[src/verilog/sie_pkg.sv]
// sie_pkg: constants, control-byte layout, state codes and rate decode
// assumes a 3.6864 MHz reference sampled on a 10 MHz system clock
package sie_pkg;

    // clocks
    localparam int unsigned SYS_CLK_HZ      = 10_000_000;
    localparam int unsigned REF_HZ          = 3_686_400;
    // fixed pulse, printed as 1.627 us, rounded to reference ticks
    localparam int unsigned PULSE_FIXED_NS  = 1627;
    localparam int unsigned PULSE_FIXED_REF =
        (PULSE_FIXED_NS * (REF_HZ / 100) + 5_000_000) / 10_000_000;
    localparam logic [9:0]  PULSE_FIXED     = PULSE_FIXED_REF[9:0];
    // three sixteenths of a bit
    localparam logic [1:0]  PULSE_SIXTHS    = 2'h3;
    localparam logic [3:0]  SIXT_LAST       = 4'hF;
    localparam logic [3:0]  SIXT_MID        = 4'h7;
    localparam logic [4:0]  SIXT_PER_BIT    = 5'h10;
    localparam logic [2:0]  BITS_LAST       = 3'h7;

    // control byte layout and reset values
    localparam logic [3:0]  RATE_RST        = 4'h6;
    localparam logic [3:0]  RATE_MAX        = 4'hC;
    localparam logic        PW_RST          = 1'h1;
    localparam logic        USER_RST        = 1'h0;

    typedef struct packed {
        logic       spare;
        logic       user_output_two;
        logic       user_output_one;
        logic       pulse_width_select;
        logic [3:0] rate_code;
    } sie_ctrl_t;

    typedef enum logic [1:0] {
        SIE_IDLE  = 2'h0,
        SIE_START = 2'h1,
        SIE_DATA  = 2'h3,
        SIE_STOP  = 2'h2
    } sie_prog_state_t;

    // reference ticks per sixteenth of a bit
    function automatic logic [7:0] sie_rate_div(input logic [3:0] code);
        logic [7:0] d;
        d = 8'h18;
        unique case (code)
            4'h0: d = 8'h02;
            4'h1: d = 8'h04;
            4'h2: d = 8'h06;
            4'h3: d = 8'h0C;
            4'h4: d = 8'h10;
            4'h5: d = 8'h12;
            4'h6: d = 8'h18;
            4'h7: d = 8'h20;
            4'h8: d = 8'h30;
            4'h9: d = 8'h40;
            4'hA: d = 8'h60;
            4'hB: d = 8'h80;
            4'hC: d = 8'hC0;
            default: d = 8'h18;
        endcase
        return d;
    endfunction

    function automatic logic sie_rate_ok(input logic [3:0] code);
        return code <= RATE_MAX;
    endfunction

endpackage

[src/verilog/sie_endec.sv]
// sie_endec: serial infrared encoder/decoder with in-band programming
// assumes all inputs synchronous to sys_clk; ref_clk_in toggles below sys_clk/2
//
// Functional notes
// - zero bits shortened to fixed or 3/16 pulse
// - width select one fixed, zero 3/16
// - at 115.2k both widths are equal
// - control byte LSB first after start bit
// - user outputs follow control bits five, six
// - four-bit code selects thirteen bit rates
// - rates derived from reference clock, scale with it
// - select low means encode host transmit data
// - zero bit sends pulse, one sends none
// - transmit lamp follows transmitted data
// - received pulse gives one zero bit time
// - output independent of received pulse length
// - receive lamp follows decoded receive data
// - select high: character is control word
// - new rate applies when select falls
// - reset starts at 9600 bit/s
`timescale 1ns/1ps
module sie_endec (
    // clock and reset
    input  wire logic sys_clk,
    input  wire logic sys_rst,
    // reference timing
    input  wire logic ref_clk_in,
    // host side
    input  wire logic rate_program_select,
    input  wire logic host_tx_in,
    output logic      host_rx_out,
    // transceiver side
    input  wire logic optical_rx_in,
    output logic      optical_tx_out,
    // indicators and user outputs
    output logic      tx_activity_lamp,
    output logic      rx_activity_lamp,
    output logic      user_output_one,
    output logic      user_output_two
);

    logic                     ref_q,   ref_d;
    logic [7:0]               pre_q,   pre_d;
    logic [3:0]               rate_q,  rate_d;
    logic [3:0]               pend_q,  pend_d;
    logic                     pw_q,    pw_d;
    logic                     u1_q,    u1_d;
    logic                     u2_q,    u2_d;
    logic                     sel_q,   sel_d;
    logic                     txp_q,   txp_d;
    logic [3:0]               txs_q,   txs_d;
    logic [9:0]               pcnt_q,  pcnt_d;
    logic                     irt_q,   irt_d;
    logic                     rxp_q,   rxp_d;
    logic [4:0]               rxc_q,   rxc_d;
    logic                     nrz_q,   nrz_d;
    logic                     txl_q,   txl_d;
    sie_pkg::sie_prog_state_t st_q,    st_d;
    logic [3:0]               us_q,    us_d;
    logic [2:0]               ub_q,    ub_d;
    logic [7:0]               sh_q,    sh_d;

    logic                     ref_tick;
    logic                     six_tick;
    logic [7:0]               div;
    logic                     tx_fall;
    logic                     pulse_go;
    logic [9:0]               width;
    sie_pkg::sie_ctrl_t       ctrl;

    always_comb begin
        ref_d  = ref_clk_in;
        sel_d  = rate_program_select;
        txp_d  = host_tx_in;
        rxp_d  = optical_rx_in;
        rate_d = rate_q;
        pend_d = pend_q;
        pw_d   = pw_q;
        u1_d   = u1_q;
        u2_d   = u2_q;
        st_d   = st_q;
        us_d   = us_q;
        ub_d   = ub_q;
        sh_d   = sh_q;
        txs_d  = txs_q;
        rxc_d  = rxc_q;
        ctrl   = sh_q;

        // sixteenth-bit tick from reference edges, scales with reference
        ref_tick = ref_clk_in & ~ref_q;
        div      = sie_pkg::sie_rate_div(rate_q);
        // catches up at once when a faster rate is switched in
        six_tick = ref_tick && (pre_q >= div - 8'h01);
        pre_d    = pre_q;
        if (ref_tick) begin
            pre_d = six_tick ? 8'h00 : pre_q + 8'h01;
        end

        // encoder: pulse at each zero bit start, data mode only
        tx_fall  = txp_q & ~host_tx_in;
        pulse_go = 1'b0;
        if (!rate_program_select) begin
            if (tx_fall) begin
                txs_d    = 4'h0;
                pulse_go = 1'b1;
            end else if (!host_tx_in && six_tick) begin
                txs_d    = txs_q + 4'h1;
                pulse_go = (txs_q == sie_pkg::SIXT_LAST);
            end
        end
        // width: fixed ticks or three sixteenths
        width = pw_q ? sie_pkg::PULSE_FIXED
                     : 10'({2'h0, div} * {8'h00, sie_pkg::PULSE_SIXTHS});
        pcnt_d = pcnt_q;
        if (rate_program_select) begin
            pcnt_d = 10'h000;
        end else if (pulse_go) begin
            pcnt_d = width;
        end else if (ref_tick && pcnt_q != 10'h000) begin
            pcnt_d = pcnt_q - 10'h001;
        end
        irt_d = (pcnt_d != 10'h000);
        txl_d = ~host_tx_in;

        // decoder: rising edge starts one full bit of zero
        if (optical_rx_in && !rxp_q) begin
            rxc_d = sie_pkg::SIXT_PER_BIT;
        end else if (six_tick && rxc_q != 5'h00) begin
            rxc_d = rxc_q - 5'h01;
        end
        nrz_d = (rxc_d == 5'h00);

        // programming receiver, 8N1 from host
        unique case (st_q)
            sie_pkg::SIE_IDLE: begin
                if (tx_fall) begin
                    st_d = sie_pkg::SIE_START;
                    us_d = 4'h0;
                end
            end
            sie_pkg::SIE_START: begin
                if (six_tick) begin
                    us_d = us_q + 4'h1;
                    if (us_q == sie_pkg::SIXT_MID) begin
                        st_d = host_tx_in ? sie_pkg::SIE_IDLE : sie_pkg::SIE_DATA;
                        us_d = 4'h0;
                        ub_d = 3'h0;
                    end
                end
            end
            sie_pkg::SIE_DATA: begin
                if (six_tick) begin
                    us_d = us_q + 4'h1;
                    if (us_q == sie_pkg::SIXT_LAST) begin
                        sh_d = {host_tx_in, sh_q[7:1]};
                        ub_d = ub_q + 3'h1;
                        if (ub_q == sie_pkg::BITS_LAST) begin
                            st_d = sie_pkg::SIE_STOP;
                        end
                    end
                end
            end
            sie_pkg::SIE_STOP: begin
                if (six_tick) begin
                    us_d = us_q + 4'h1;
                    if (us_q == sie_pkg::SIXT_LAST) begin
                        st_d = sie_pkg::SIE_IDLE;
                        if (host_tx_in) begin
                            pw_d = ctrl.pulse_width_select;
                            u1_d = ctrl.user_output_one;
                            u2_d = ctrl.user_output_two;
                            if (sie_pkg::sie_rate_ok(ctrl.rate_code)) begin
                                pend_d = ctrl.rate_code;
                            end
                        end
                    end
                end
            end
        endcase
        if (!rate_program_select) begin
            st_d = sie_pkg::SIE_IDLE;
        end
        // rate switches on select falling
        if (sel_q && !rate_program_select) begin
            rate_d = pend_q;
        end
    end

    always_ff @(posedge sys_clk) begin
        if (sys_rst) begin
            ref_q  <= 1'b0;
            pre_q  <= 8'h00;
            rate_q <= sie_pkg::RATE_RST;
            pend_q <= sie_pkg::RATE_RST;
            pw_q   <= sie_pkg::PW_RST;
            u1_q   <= sie_pkg::USER_RST;
            u2_q   <= sie_pkg::USER_RST;
            sel_q  <= 1'b0;
            txp_q  <= 1'b1;
            txs_q  <= 4'h0;
            pcnt_q <= 10'h000;
            irt_q  <= 1'b0;
            rxp_q  <= 1'b0;
            rxc_q  <= 5'h00;
            nrz_q  <= 1'b1;
            txl_q  <= 1'b0;
            st_q   <= sie_pkg::SIE_IDLE;
            us_q   <= 4'h0;
            ub_q   <= 3'h0;
            sh_q   <= 8'h00;
        end else begin
            ref_q  <= ref_d;
            pre_q  <= pre_d;
            rate_q <= rate_d;
            pend_q <= pend_d;
            pw_q   <= pw_d;
            u1_q   <= u1_d;
            u2_q   <= u2_d;
            sel_q  <= sel_d;
            txp_q  <= txp_d;
            txs_q  <= txs_d;
            pcnt_q <= pcnt_d;
            irt_q  <= irt_d;
            rxp_q  <= rxp_d;
            rxc_q  <= rxc_d;
            nrz_q  <= nrz_d;
            txl_q  <= txl_d;
            st_q   <= st_d;
            us_q   <= us_d;
            ub_q   <= ub_d;
            sh_q   <= sh_d;
        end
    end

    assign optical_tx_out   = irt_q;
    assign host_rx_out      = nrz_q;
    assign tx_activity_lamp = txl_q;
    assign rx_activity_lamp = ~nrz_q;
    assign user_output_one  = u1_q;
    assign user_output_two  = u2_q;

endmodule

[config.mk]
export PLATFORM = sky130hd
export DESIGN_NAME = sie_endec
export DESIGN_NICKNAME = d
export VERILOG_FILES = /design/src/verilog/sie_pkg.sv /design/src/verilog/sie_endec.sv
export SDC_FILE = /design/constraint.sdc
export NUM_CORES = 1
export LEC_CHECK = 0
export BUFFER_PORTS_ARGS = -buffer_cell sky130_fd_sc_hd__buf_4
export CAP_MARGIN = 20
export CORE_MARGIN = 2
export CORE_UTILIZATION = 62
export DETAILED_ROUTE_END_ITERATION = 12
export GPL_TIMING_DRIVEN = 0
export PLACE_DENSITY_LB_ADDON = 0.3
export SLEW_MARGIN = 20
export SYNTH_ARGS = -nofsm -noshare
export SYNTH_HDL_FRONTEND = slang
export SYNTH_SLANG_ARGS = --single-unit
[constraint.sdc]
create_clock -name sys_clk -period 4 [get_ports sys_clk]
set_input_delay 0.6 -clock sys_clk [delete_from_list [all_inputs] [get_ports sys_clk]]
set_output_delay 0.6 -clock sys_clk [all_outputs]
set_load 0.005 [all_outputs]
==> results.sh, run 1 <==
export IMPL_grt_setup_unrepaired="no"
export IMPL_ctsResizeCount=0
export IMPL_area_delta_synth_final_pct=10.1
export IMPL_holdWs_ps=463
export IMPL_maxCapViolCount=0
export IMPL_cts_buffer_depth=2
export IMPL_yosysSeqAreaShare_pct=36.3
export IMPL_grt_first_pass_wirelength_um=12900
export IMPL_dp_hpwl_um=5630
export IMPL_fin_util_pct=70.7
export IMPL_post_cts_buffers=0
export IMPL_hold_buffers=0
export IMPL_core_area_sq_um=5920
export IMPL_root_buffer="clkbuf_8"
export IMPL_grt_ovfl_total=0
export IMPL_grt_total_usage_pct=24.7
export IMPL_grt_max_degree=14
export IMPL_final_max_slew_viol_count=0
export IMPL_gp_congestion=0.883
export IMPL_synth_cell_types=58
export IMPL_finalNetCount=505
export IMPL_peakVddDrop_mv=0.272
export IMPL_fin_crit_ps=3460
export IMPL_crit_type="reg -> reg"
export IMPL_wl_per_cell_um=14.0
export IMPL_vias_per_cell=5.77
export IMPL_drtIter0Drc=218
export IMPL_startpoint_type="flop"
export IMPL_totalWireLength_um=7610
export IMPL_critPathMostFrequentCell="nand2_1"
export IMPL_cp_top_family="compound AO/OA/AOI/OAI gates"
export IMPL_cts_max_level=3
export IMPL_final_antenna_net_count=0
export IMPL_vias=3144
export IMPL_antenna_cells=0
export IMPL_core_rowCount=28
export IMPL_max_freq_ghz=0.289
export IMPL_slowest_delay_ps=690
export IMPL_synth_edf_count=0
export IMPL_start_util_pct=64.2
export IMPL_skew_ps=10.4
export IMPL_required_ps=4190
export IMPL_slowest_stage="o31ai_2"
export IMPL_cellPowerDensity_nw_per_um2=341
export IMPL_hold_viol=0
export IMPL_synth_seq_cells=69
export IMPL_p_leak_uw=0.00161
export IMPL_status="complete, no violations"
export IMPL_syn_inst=443
export IMPL_finalCritPeriodShare_pct=86.6
export IMPL_finalWorstSetupSlack_ps=537
export IMPL_die_area_sq_um=6770
export IMPL_clk_latency_ps=350
export IMPL_post_place_ws_ps=598
export IMPL_worstMarginPinSlew_ps=814
export IMPL_path_clk_slew_ps=80
export IMPL_crit_chain="inv_1 -> ha_1 -> nand2_1 -> nand2_1 -> nand2_1 -> nand2_1 -> xnor2_1 -> ha_1 -> o21ai_0 -> nor2_1 -> a211oi_4 -> o31ai_2 -> o21ai_0 -> o211ai_1 -> and3_1 -> a41oi_1"
export IMPL_maxSlewHeadroom_pct=45.5
export IMPL_hold_class="in -> reg"
export IMPL_avgSynthCellArea_sq_um=8.58
export IMPL_ys_flop_type="dfxtp_1"
export IMPL_dieHeight_um=82.3
export IMPL_drt_first_pass_iters=4
export IMPL_grt_antenna_before_repair=0
export IMPL_tns_ps=0
export IMPL_critPathCaptureType="flop"
export IMPL_drive_gt1_share_pct=9.57
export IMPL_arrival_ps=3660
export IMPL_synth_area_sq_um=3800
export IMPL_synthArstFlopShare_pct=0
export IMPL_drc=0
export IMPL_path_max_fanout=10
export IMPL_cts_buffers=9
export IMPL_worst_path_buf_inv=1
export IMPL_synth_nets=483
export IMPL_setup_violations=0
export IMPL_ios=12
export IMPL_yosys_warnings=0
export IMPL_die_w_um=82.3
export IMPL_port_buffers=11
export IMPL_cts_tree="built"
export IMPL_clock_sink_count=69
export IMPL_grt_pass1_vias=3011
[path summary, 6_finish.rpt]
path                                     from        endpoint  slack, ps  cells past startpoint
worst max register to register         div[3]  optical_tx_out        540                     16
worst max-delay path                   div[3]  optical_tx_out        540                     16
worst min register to register      pend_q[1]       pend_q[1]        470                      1
worst min-delay path            optical_rx_in           rxp_q        460                      2
[per-layer routing]
metal / GRT usage (%) / part of all wire [%]
met1: 30.9 / 46
met2: 41.5 / 49
met3: 4.67 / 3.6
met4: 10.8 / 1.4
met5: 0 / 0
[synth_stat cells, types with 4 or more instances]
master	n	area (sq um)
mux2i_1	16	160
a211o_1	4	35.0
nand3b_1	5	37.5
clkbuf_1	12	45.0
nand2b_1	8	50.1
nand4_1	4	25.0
nand3_1	14	70.1
dfxtp_1	69	1380
ha_1	33	413
nand2_1	32	120
a21oi_1	33	165
and3_1	6	37.5
nor2_1	61	229
inv_1	24	90.1
xor2_1	7	61.3
o21ai_0	16	80.1
nor2b_1	7	43.8
xnor2_1	16	140
nor3_1	14	70.1
[worst reg2reg max path, stage by stage (launching register included)]
cell	delay (ps)
dfxtp_1	460
inv_1	120
ha_1	210
nand2_1	70
nand2_1	80
nand2_1	70
nand2_1	60
xnor2_1	130
ha_1	280
o21ai_0	80
nor2_1	180
a211oi_4	100
o31ai_2	690
o21ai_0	230
o211ai_1	190
and3_1	200
a41oi_1	160
[cells by family (layout without fill, tap and decap cells)]
group,Yosys count,in the layout,share of synthesized area [%]
compound gates,91,91,16.1
xor+xnor,23,23,5.30
fa+ha+maj,34,34,11.4
buf+inv,38,65,3.82
flops,69,69,36.3
mux,17,17,4.51
simple gates,171,171,22.6
[state kept, by name, indices dropped and copies added, names as in the netlist, 2 cells and up]
register	count
div	7
rxc_q	5
us_q	4
txs_q	4
pcnt_q	10
st_q	2
pend_q	4
rate_q	4
ctrl	8
ub_q	3
pre_q	8
[per-stage QoR]
step | std cells | power, uW | cell area, sq um
after floorplan | 443 | 816 | 3800
after global placement | 529 | 847 | 3980
after detailed placement | 529 | 851 | 3980
after CTS | 545 | 1430 | 4190
after global routing | 545 | 1480 | 4190
final | 545 | 1430 | 4190
[cells in the final DEF, fill, tap and decap left out, types with 3 or more instances in the layout]
cell and n:
xor2_1 7, a21oi_1 33, nand2b_1 8, inv_1 24, a21o_1 3, clkbuf_1 12
nor2b_1 7, buf_4 11, o21a_1 3, or3_1 3, and3_1 6, nand4_1 4
mux2i_1 16, dfxtp_1 69, clkbuf_8 10, a211oi_1 3, nor3_1 14, a31oi_1 3
o211ai_1 3, xnor2_1 16, a211o_1 4, o21ai_0 16, nand3b_1 5, ha_1 33
nor2_1 61, nand3_1 14, nand2_1 32
[where the power goes]
group	internal [uW]	total [uW]	switching [uW]
sequential	699	710	10.5
clock	310	588	278
combinational	51.9	127	75.4
total	1060	1430	364
[layout make-up]
cell class | count | area, sq um
clock buffer | 10 | 138
tap | 75 | 93.8
timing repair buffer | 11 | 82.6
multi-input combinational | 336 | 2280
buffer | 14 | 55.1
fill | 444 | 1730
sequential | 69 | 1380
clock inverter | 6 | 70.1
inverter | 24 | 90.1
(Power assumes the default switching activity.)
==> run 2, diff against run 1 <==
--- a/config.mk
+++ b/config.mk
@@ -5,6 +5,7 @@
 export SDC_FILE = /design/constraint.sdc
 export NUM_CORES = 1
 export LEC_CHECK = 0
+export ABC_AREA = 0
 export BUFFER_PORTS_ARGS = -buffer_cell sky130_fd_sc_hd__buf_4
 export CAP_MARGIN = 20
 export CORE_MARGIN = 2
==> constraint.sdc (replaced) <==
create_clock -name sys_clk -period 3.66 [get_ports sys_clk]
set_input_delay 0.549 -clock sys_clk [delete_from_list [all_inputs] [get_ports sys_clk]]
set_output_delay 0.549 -clock sys_clk [all_outputs]
set_load 0.005 [all_outputs]
==> run 2 against run 1 <==
Flip-flop and latch count is the same. Hold slack lost 55 ps. Worst setup slack lost 230 ps. First-iteration DRC count grew 6.4%. Register-to-register slack lost 230 ps. Die area is the same. Utilization grew 0.15 points. Largest power group unchanged.
==> results.sh, run 2 (synthesis gave the netlist of run 1 again) <==
export IMPL_startpoint_type="flop"
export IMPL_arrival_ps=3550
export IMPL_worstMarginPinSlew_ps=809
export IMPL_layout_common_cells="69 x dfxtp_1, 61 x nor2_1, 33 x a21oi_1, 33 x ha_1, 32 x nand2_1"
export IMPL_vias_per_cell=5.78
export IMPL_finalCritPeriodShare_pct=91.6
export IMPL_path_max_fanout=10
export IMPL_antenna_cells=0
export IMPL_drtIter0Drc=232
export IMPL_cts_max_level=3
export IMPL_use_met2_pct=41.5
export IMPL_grt_first_pass_wirelength_um=12900
export IMPL_required_ps=3860
export IMPL_grt_setup_unrepaired="no"
export IMPL_start_util_pct=64.2
export IMPL_hold_path_startpoint="optical_rx_in"
export IMPL_timing_rr_start="div[3]"
export IMPL_dp_hpwl_um=5630
export IMPL_layout_commonest_cell="dfxtp_1"
export IMPL_status="complete, no violations"
export IMPL_holdPathStages=2
export IMPL_max_freq_ghz=0.298
export IMPL_totalWireLength_um=7780
export IMPL_root_buffer="clkbuf_8"
export IMPL_cellPowerDensity_nw_per_um2=372
export IMPL_grt_antenna_before_repair=0
export IMPL_p_leak_uw=0.00161
export IMPL_skew_ps=9.63
export IMPL_ios=12
export IMPL_die_w_um=82.3
export IMPL_r2r_end="optical_tx_out"
export IMPL_clk_latency_ps=360
export IMPL_critPathCaptureType="flop"
export IMPL_vias=3148
export IMPL_n_fill_cell=444
export IMPL_use_met1_pct=30.9
export IMPL_peakVddDrop_mv=0.299
export IMPL_drive_gt1_share_pct=9.57
export IMPL_tns_ps=0
export IMPL_grt_ovfl_total=0
export IMPL_grt_pass1_vias=3011
export IMPL_ff2ff_setup_slack_ps=310
export IMPL_grt_max_degree=14
export IMPL_core_rowCount=28
export IMPL_fin_crit_ps=3350
export IMPL_core_area_sq_um=5920
export IMPL_die_area_sq_um=6770
export IMPL_final_max_slew_viol_count=0
export IMPL_drc=0
export IMPL_path_clk_slew_ps=80
export IMPL_top_register="pcnt_q"
export IMPL_port_buffers=11
export IMPL_finalNetCount=505
export IMPL_rr_worst_depth=17
export IMPL_top_usage_layer="met2"
export IMPL_dieHeight_um=82.3
export IMPL_maxSlewHeadroom_pct=45.8
export IMPL_grt_total_usage_pct=24.7
export IMPL_clock_sink_count=69
export IMPL_largest_register_ffs=10
export IMPL_setup_violations=0
export IMPL_maxCapViolCount=0
export IMPL_final_cell_area_sq_um=4200
export IMPL_hold_buffers=0
export IMPL_hold_class="in -> reg"
export IMPL_cts_buffers=9
export IMPL_final_antenna_net_count=0
export IMPL_place_area_sq_um=3980
export IMPL_cts_buffer_depth=2
export IMPL_use_met3_pct=4.67
export IMPL_drt_first_pass_iters=4
export IMPL_crit_type="reg -> reg"
export IMPL_area_delta_synth_final_pct=10.3
export IMPL_cts_tree="built"
export IMPL_hold_path_endpoint="rxp_q"
export IMPL_wl_per_cell_um=14.3
export IMPL_hold_viol=0
export IMPL_gp_congestion=0.883
==> run 2: cell types whose count changed in the layout (fill, tap and decap cells not counted) <==
cell and delta:
o31ai_2 -1, o31ai_4 +1
==> run 2: layer usage <==
layer	wire length (um)	up-vias
li1	-	1597
met3	312	17
met2	3770	54
met1	3550	1480
met5	0	-
met4	153	0
==> run 2: layout make-up <==
class / count / area, sq um / area share [%]
Multi-Input combinational cell: 336 / 2280 / 54.5
Sequential cell: 69 / 1380 / 32.9
Clock buffer: 10 / 138 / 3.28
Tap cell: 75 / 93.8 / 2.24
Inverter: 24 / 90.1 / 2.15
Timing Repair Buffer: 11 / 82.6 / 1.97
Clock inverter: 6 / 70.1 / 1.67
Buffer: 14 / 55.1 / 1.31
==> run 2: worst max-delay path by stage <==
stage / slack, ps / from / cells after the start / end
6_report: 310 / div[3] / 17 / optical_tx_out
5_1_grt: 60 / div[3] / 17 / optical_tx_out
4_1_cts: 190 / div[3] / 16 / optical_tx_out
3_5_place_dp: 260 / div[3] / 16 / optical_tx_out
3_3_place_gp: 340 / div[3] / 16 / optical_tx_out
2_1_floorplan: 830 / div[3] / 15 / host_rx_out
==> run 2: report_power, final <==
part           switching, uW  leakage, uW  internal, uW
clock network            307     0.000107           339
registers               11.6     0.000560           764
logic                   83.4     0.000947          57.1
==> run 2: metrics by stage <==
stage          hold slack (ps)  total power [uW]  instances  setup slack (ps)  util, %
2_1_floorplan              427               891        443               834        -
3_3_place_gp               438               926        529               342     67.2
3_5_place_dp               462               930        529               258     67.2
4_1_cts                    404              1560        545               192     70.7
5_1_grt                    424              1620        545              61.2     70.9
6_report                   408              1560        545               306     70.9
==> run 2: critical path: stages (launching register included) <==
cell	delay, ps
dfxtp_1	460
inv_1	120
ha_1	210
nand2_1	70
nand2_1	80
nand2_1	70
nand2_1	60
xnor2_1	160
ha_1	260
o21ai_0	170
nor2_1	90
a211oi_4	430
o31a_1	210
buf_2	200
nor4b_1	80
nor2_1	180
and3_1	190
a41oi_1	150
==> run 2: timing repair <==
item / 4_1_cts / 5_1_grt
setup endpoints to repair: 0 / 1
buffers inserted: 0 / 0
resized for setup: 0 / 1
==> run 3, diff against run 2 <==
--- a/config.mk
+++ b/config.mk
@@ -5,7 +5,7 @@
 export SDC_FILE = /design/constraint.sdc
 export NUM_CORES = 1
 export LEC_CHECK = 0
-export ABC_AREA = 0
+export ABC_AREA = 1
 export BUFFER_PORTS_ARGS = -buffer_cell sky130_fd_sc_hd__buf_4
 export CAP_MARGIN = 20
 export CORE_MARGIN = 2
==> run 3 against run 2 <==
Cell area grew 5.5%. Count of clock-buffer cells in the layout is 1 higher. Critical endpoint is now st_q[1]. Flip-flop and latch count did not move. Largest power group unchanged.
==> results.sh, run 3 <==
export IMPL_holdPathStages=3
export IMPL_yosysSeqAreaShare_pct=34.5
export IMPL_peakVddDrop_mv=0.357
export IMPL_area_delta_synth_final_pct=10.7
export IMPL_dieHeight_um=84.3
export IMPL_max_freq_ghz=0.337
export IMPL_ff2ff_setup_slack_ps=690
export IMPL_path_clk_slew_ps=70
export IMPL_crit_type="reg -> reg"
export IMPL_root_buffer="clkbuf_8"
export IMPL_setup_violations=0
export IMPL_critPathMostFrequentCell="nand2_1"
export IMPL_holdWs_ps=415
export IMPL_grt_ovfl_total=0
export IMPL_totalWireLength_um=8500
export IMPL_start_util_pct=63.7
export IMPL_die_area_sq_um=7110
export IMPL_synthMuxAreaShare_pct=0
export IMPL_required_ps=3890
export IMPL_top_register="pcnt_q"
export IMPL_avgSynthCellArea_sq_um=7.24
export IMPL_drt_first_pass_iters=5
export IMPL_antenna_cells=0
export IMPL_drive_gt1_share_pct=12.6
export IMPL_hold_viol=0
export IMPL_synth_edf_count=0
export IMPL_slowest_stage="dfxtp_1"
export IMPL_core_area_sq_um=6280
export IMPL_ys_flop_type="dfxtp_1"
export IMPL_dp_cells=639
export IMPL_die_w_um=84.3
export IMPL_cellPowerDensity_nw_per_um2=431
export IMPL_synthAdderAreaFrac_pct=10.8
export IMPL_rr_worst_depth=19
export IMPL_worstMarginPinSlew_ps=570
export IMPL_syn_inst=552
export IMPL_final_max_slew_viol_count=0
export IMPL_core_rowCount=29
export IMPL_cts_tree="built"
export IMPL_grt_total_usage_pct=25.7
export IMPL_cts_max_level=3
export IMPL_synth_compound_area_share_pct=12.1
export IMPL_vias_per_cell=5.43
export IMPL_hold_class="in -> reg"
export IMPL_p_leak_uw=0.00211
export IMPL_total_power_uw=1910
export IMPL_layout_common_cells="117 x nand2_1, 69 x dfxtp_1, 67 x inv_1, 54 x nor2_1, 42 x a21oi_1"
export IMPL_finalCritPeriodShare_pct=81.1
export IMPL_yosys_warnings=0
export IMPL_grt_antenna_before_repair=0
export IMPL_arrival_ps=3190
export IMPL_ctsResizeCount=0
export IMPL_crit_chain="inv_1 -> ha_1 -> nand2_1 -> nand2_1 -> nand2_1 -> nand2_1 -> xor2_1 -> ha_1 -> nand2_1 -> a21oi_1 -> nor2_1 -> nand2_2 -> nand2_4 -> nor2_2 -> inv_2 -> nand2_1 -> nand2_1 -> o21ai_0 -> a21oi_1"
export IMPL_slowest_delay_ps=460
export IMPL_synth_simple_area_share_pct=29.7
export IMPL_drc=0
export IMPL_n_fill_cell=519
export IMPL_synth_top_family_by_area="simple AND/OR/NAND/NOR gates"
export IMPL_synthDominantCellAreaShare_pct=34.5
export IMPL_path_max_fanout=6
export IMPL_port_buffers=10
export IMPL_grt_pass1_vias=3393
export IMPL_wl_per_cell_um=13.0
export IMPL_status="complete, no violations"
export IMPL_synth_seq_cells=69
export IMPL_clk_latency_ps=350
export IMPL_synth_area_sq_um=4000
export IMPL_synth_most_common_cell="nand2_1"
export IMPL_maxSlewHeadroom_pct=62.0
export IMPL_fin_cells=655
export IMPL_synthTopCellsByArea="dfxtp_1 35%, nand2_1 11%, ha_1 10%, inv_1 6.3%, a21oi_1 5.3%"
export IMPL_skew_ps=10.8
export IMPL_cts_buffer_depth=2
export IMPL_synthTopCellsByCount="117 x nand2_1, 69 x dfxtp_1, 67 x inv_1"
export IMPL_dp_hpwl_um=6190
export IMPL_yosysTopAreaCell="dfxtp_1"
export IMPL_fin_util_pct=70.5
export IMPL_synth_xor_area_share_pct=3.50
export IMPL_vias=3555
export IMPL_fin_crit_ps=2970
export IMPL_critPathCaptureType="flop"
export IMPL_layout_commonest_cell="nand2_1"
export IMPL_finalNetCount=613
export IMPL_synth_cell_types=42
export IMPL_ios=12
export IMPL_synth_nets=592
export IMPL_largest_register_ffs=10
export IMPL_hold_buffers=0
export IMPL_final_antenna_net_count=0
export IMPL_tns_ps=0
export IMPL_clock_sink_count=69
export IMPL_maxCapViolCount=0
export IMPL_synthArstFlopShare_pct=0
export IMPL_drtIter0Drc=197
export IMPL_grt_setup_unrepaired="no"
export IMPL_cts_buffers=9
export IMPL_grt_max_degree=13
export IMPL_post_cts_buffers=0
export IMPL_gp_congestion=0.861
export IMPL_startpoint_type="flop"
export IMPL_grt_first_pass_wirelength_um=14800
[run 3: cell type report]
class	count	area, sq um	share of cell area, %
flip-flops and latches	69	1380	31.2
multi-input cells	391	2250	50.7
plain buffers	10	63.8	1.44
clock buffers	11	151	3.42
well taps	77	96.3	2.18
inverters	82	308	6.95
clock inverters	5	106	2.40
repair buffers	10	75.1	1.70
[run 3: kinds of logic (layout without fill, tap and decap cells)]
kind of cell | Yosys count | in the layout
XOR/XNOR | 16 | 16
flip-flops | 69 | 69
AND/OR/NAND/NOR | 254 | 254
AO/OA/AOI/OAI | 87 | 87
buffers and inverters | 92 | 118
adder cells (fa/ha/maj) | 34 | 34
[run 3: metal layers]
metal  vias up  part of all wire, %  track usage [%]
li1       1825                    -                -
met1      1651                   46             31.5
met2        64                   49             44.4
met3        15                  3.4             4.82
met4         0                  1.7             9.97
met5         -                    0                0
[run 3: power breakdown]
part           total, uW  internal, uW  switching [uW]
clock                787           491             296
combinational        325           122             204
sequential           796           775            20.8
total               1910          1390             521
[run 3: worst max-delay path: cells and delay by family (launching register included)]
kind	cells	cell delay, ps
compound gates	3	540
xor+xnor	1	160
fa+ha+maj	2	480
buf+inv	2	190
flops	1	460
simple gates	11	1020
[run 3: final timing paths]
check / start / endpoint
worst max register to register: div[3] / st_q[1]
worst min register to register: ctrl[7] / ctrl[7]
worst max-delay path: div[3] / st_q[1]
worst min-delay path: optical_rx_in / rxp_q
[run 3: through the flow]
step	setup slack (ps)	area (sq um)
2_1_floorplan	1160	4000
3_3_place_gp	872	4170
3_5_place_dp	800	4170
4_1_cts	773	4430
5_1_grt	477	4430
6_report	691	4430
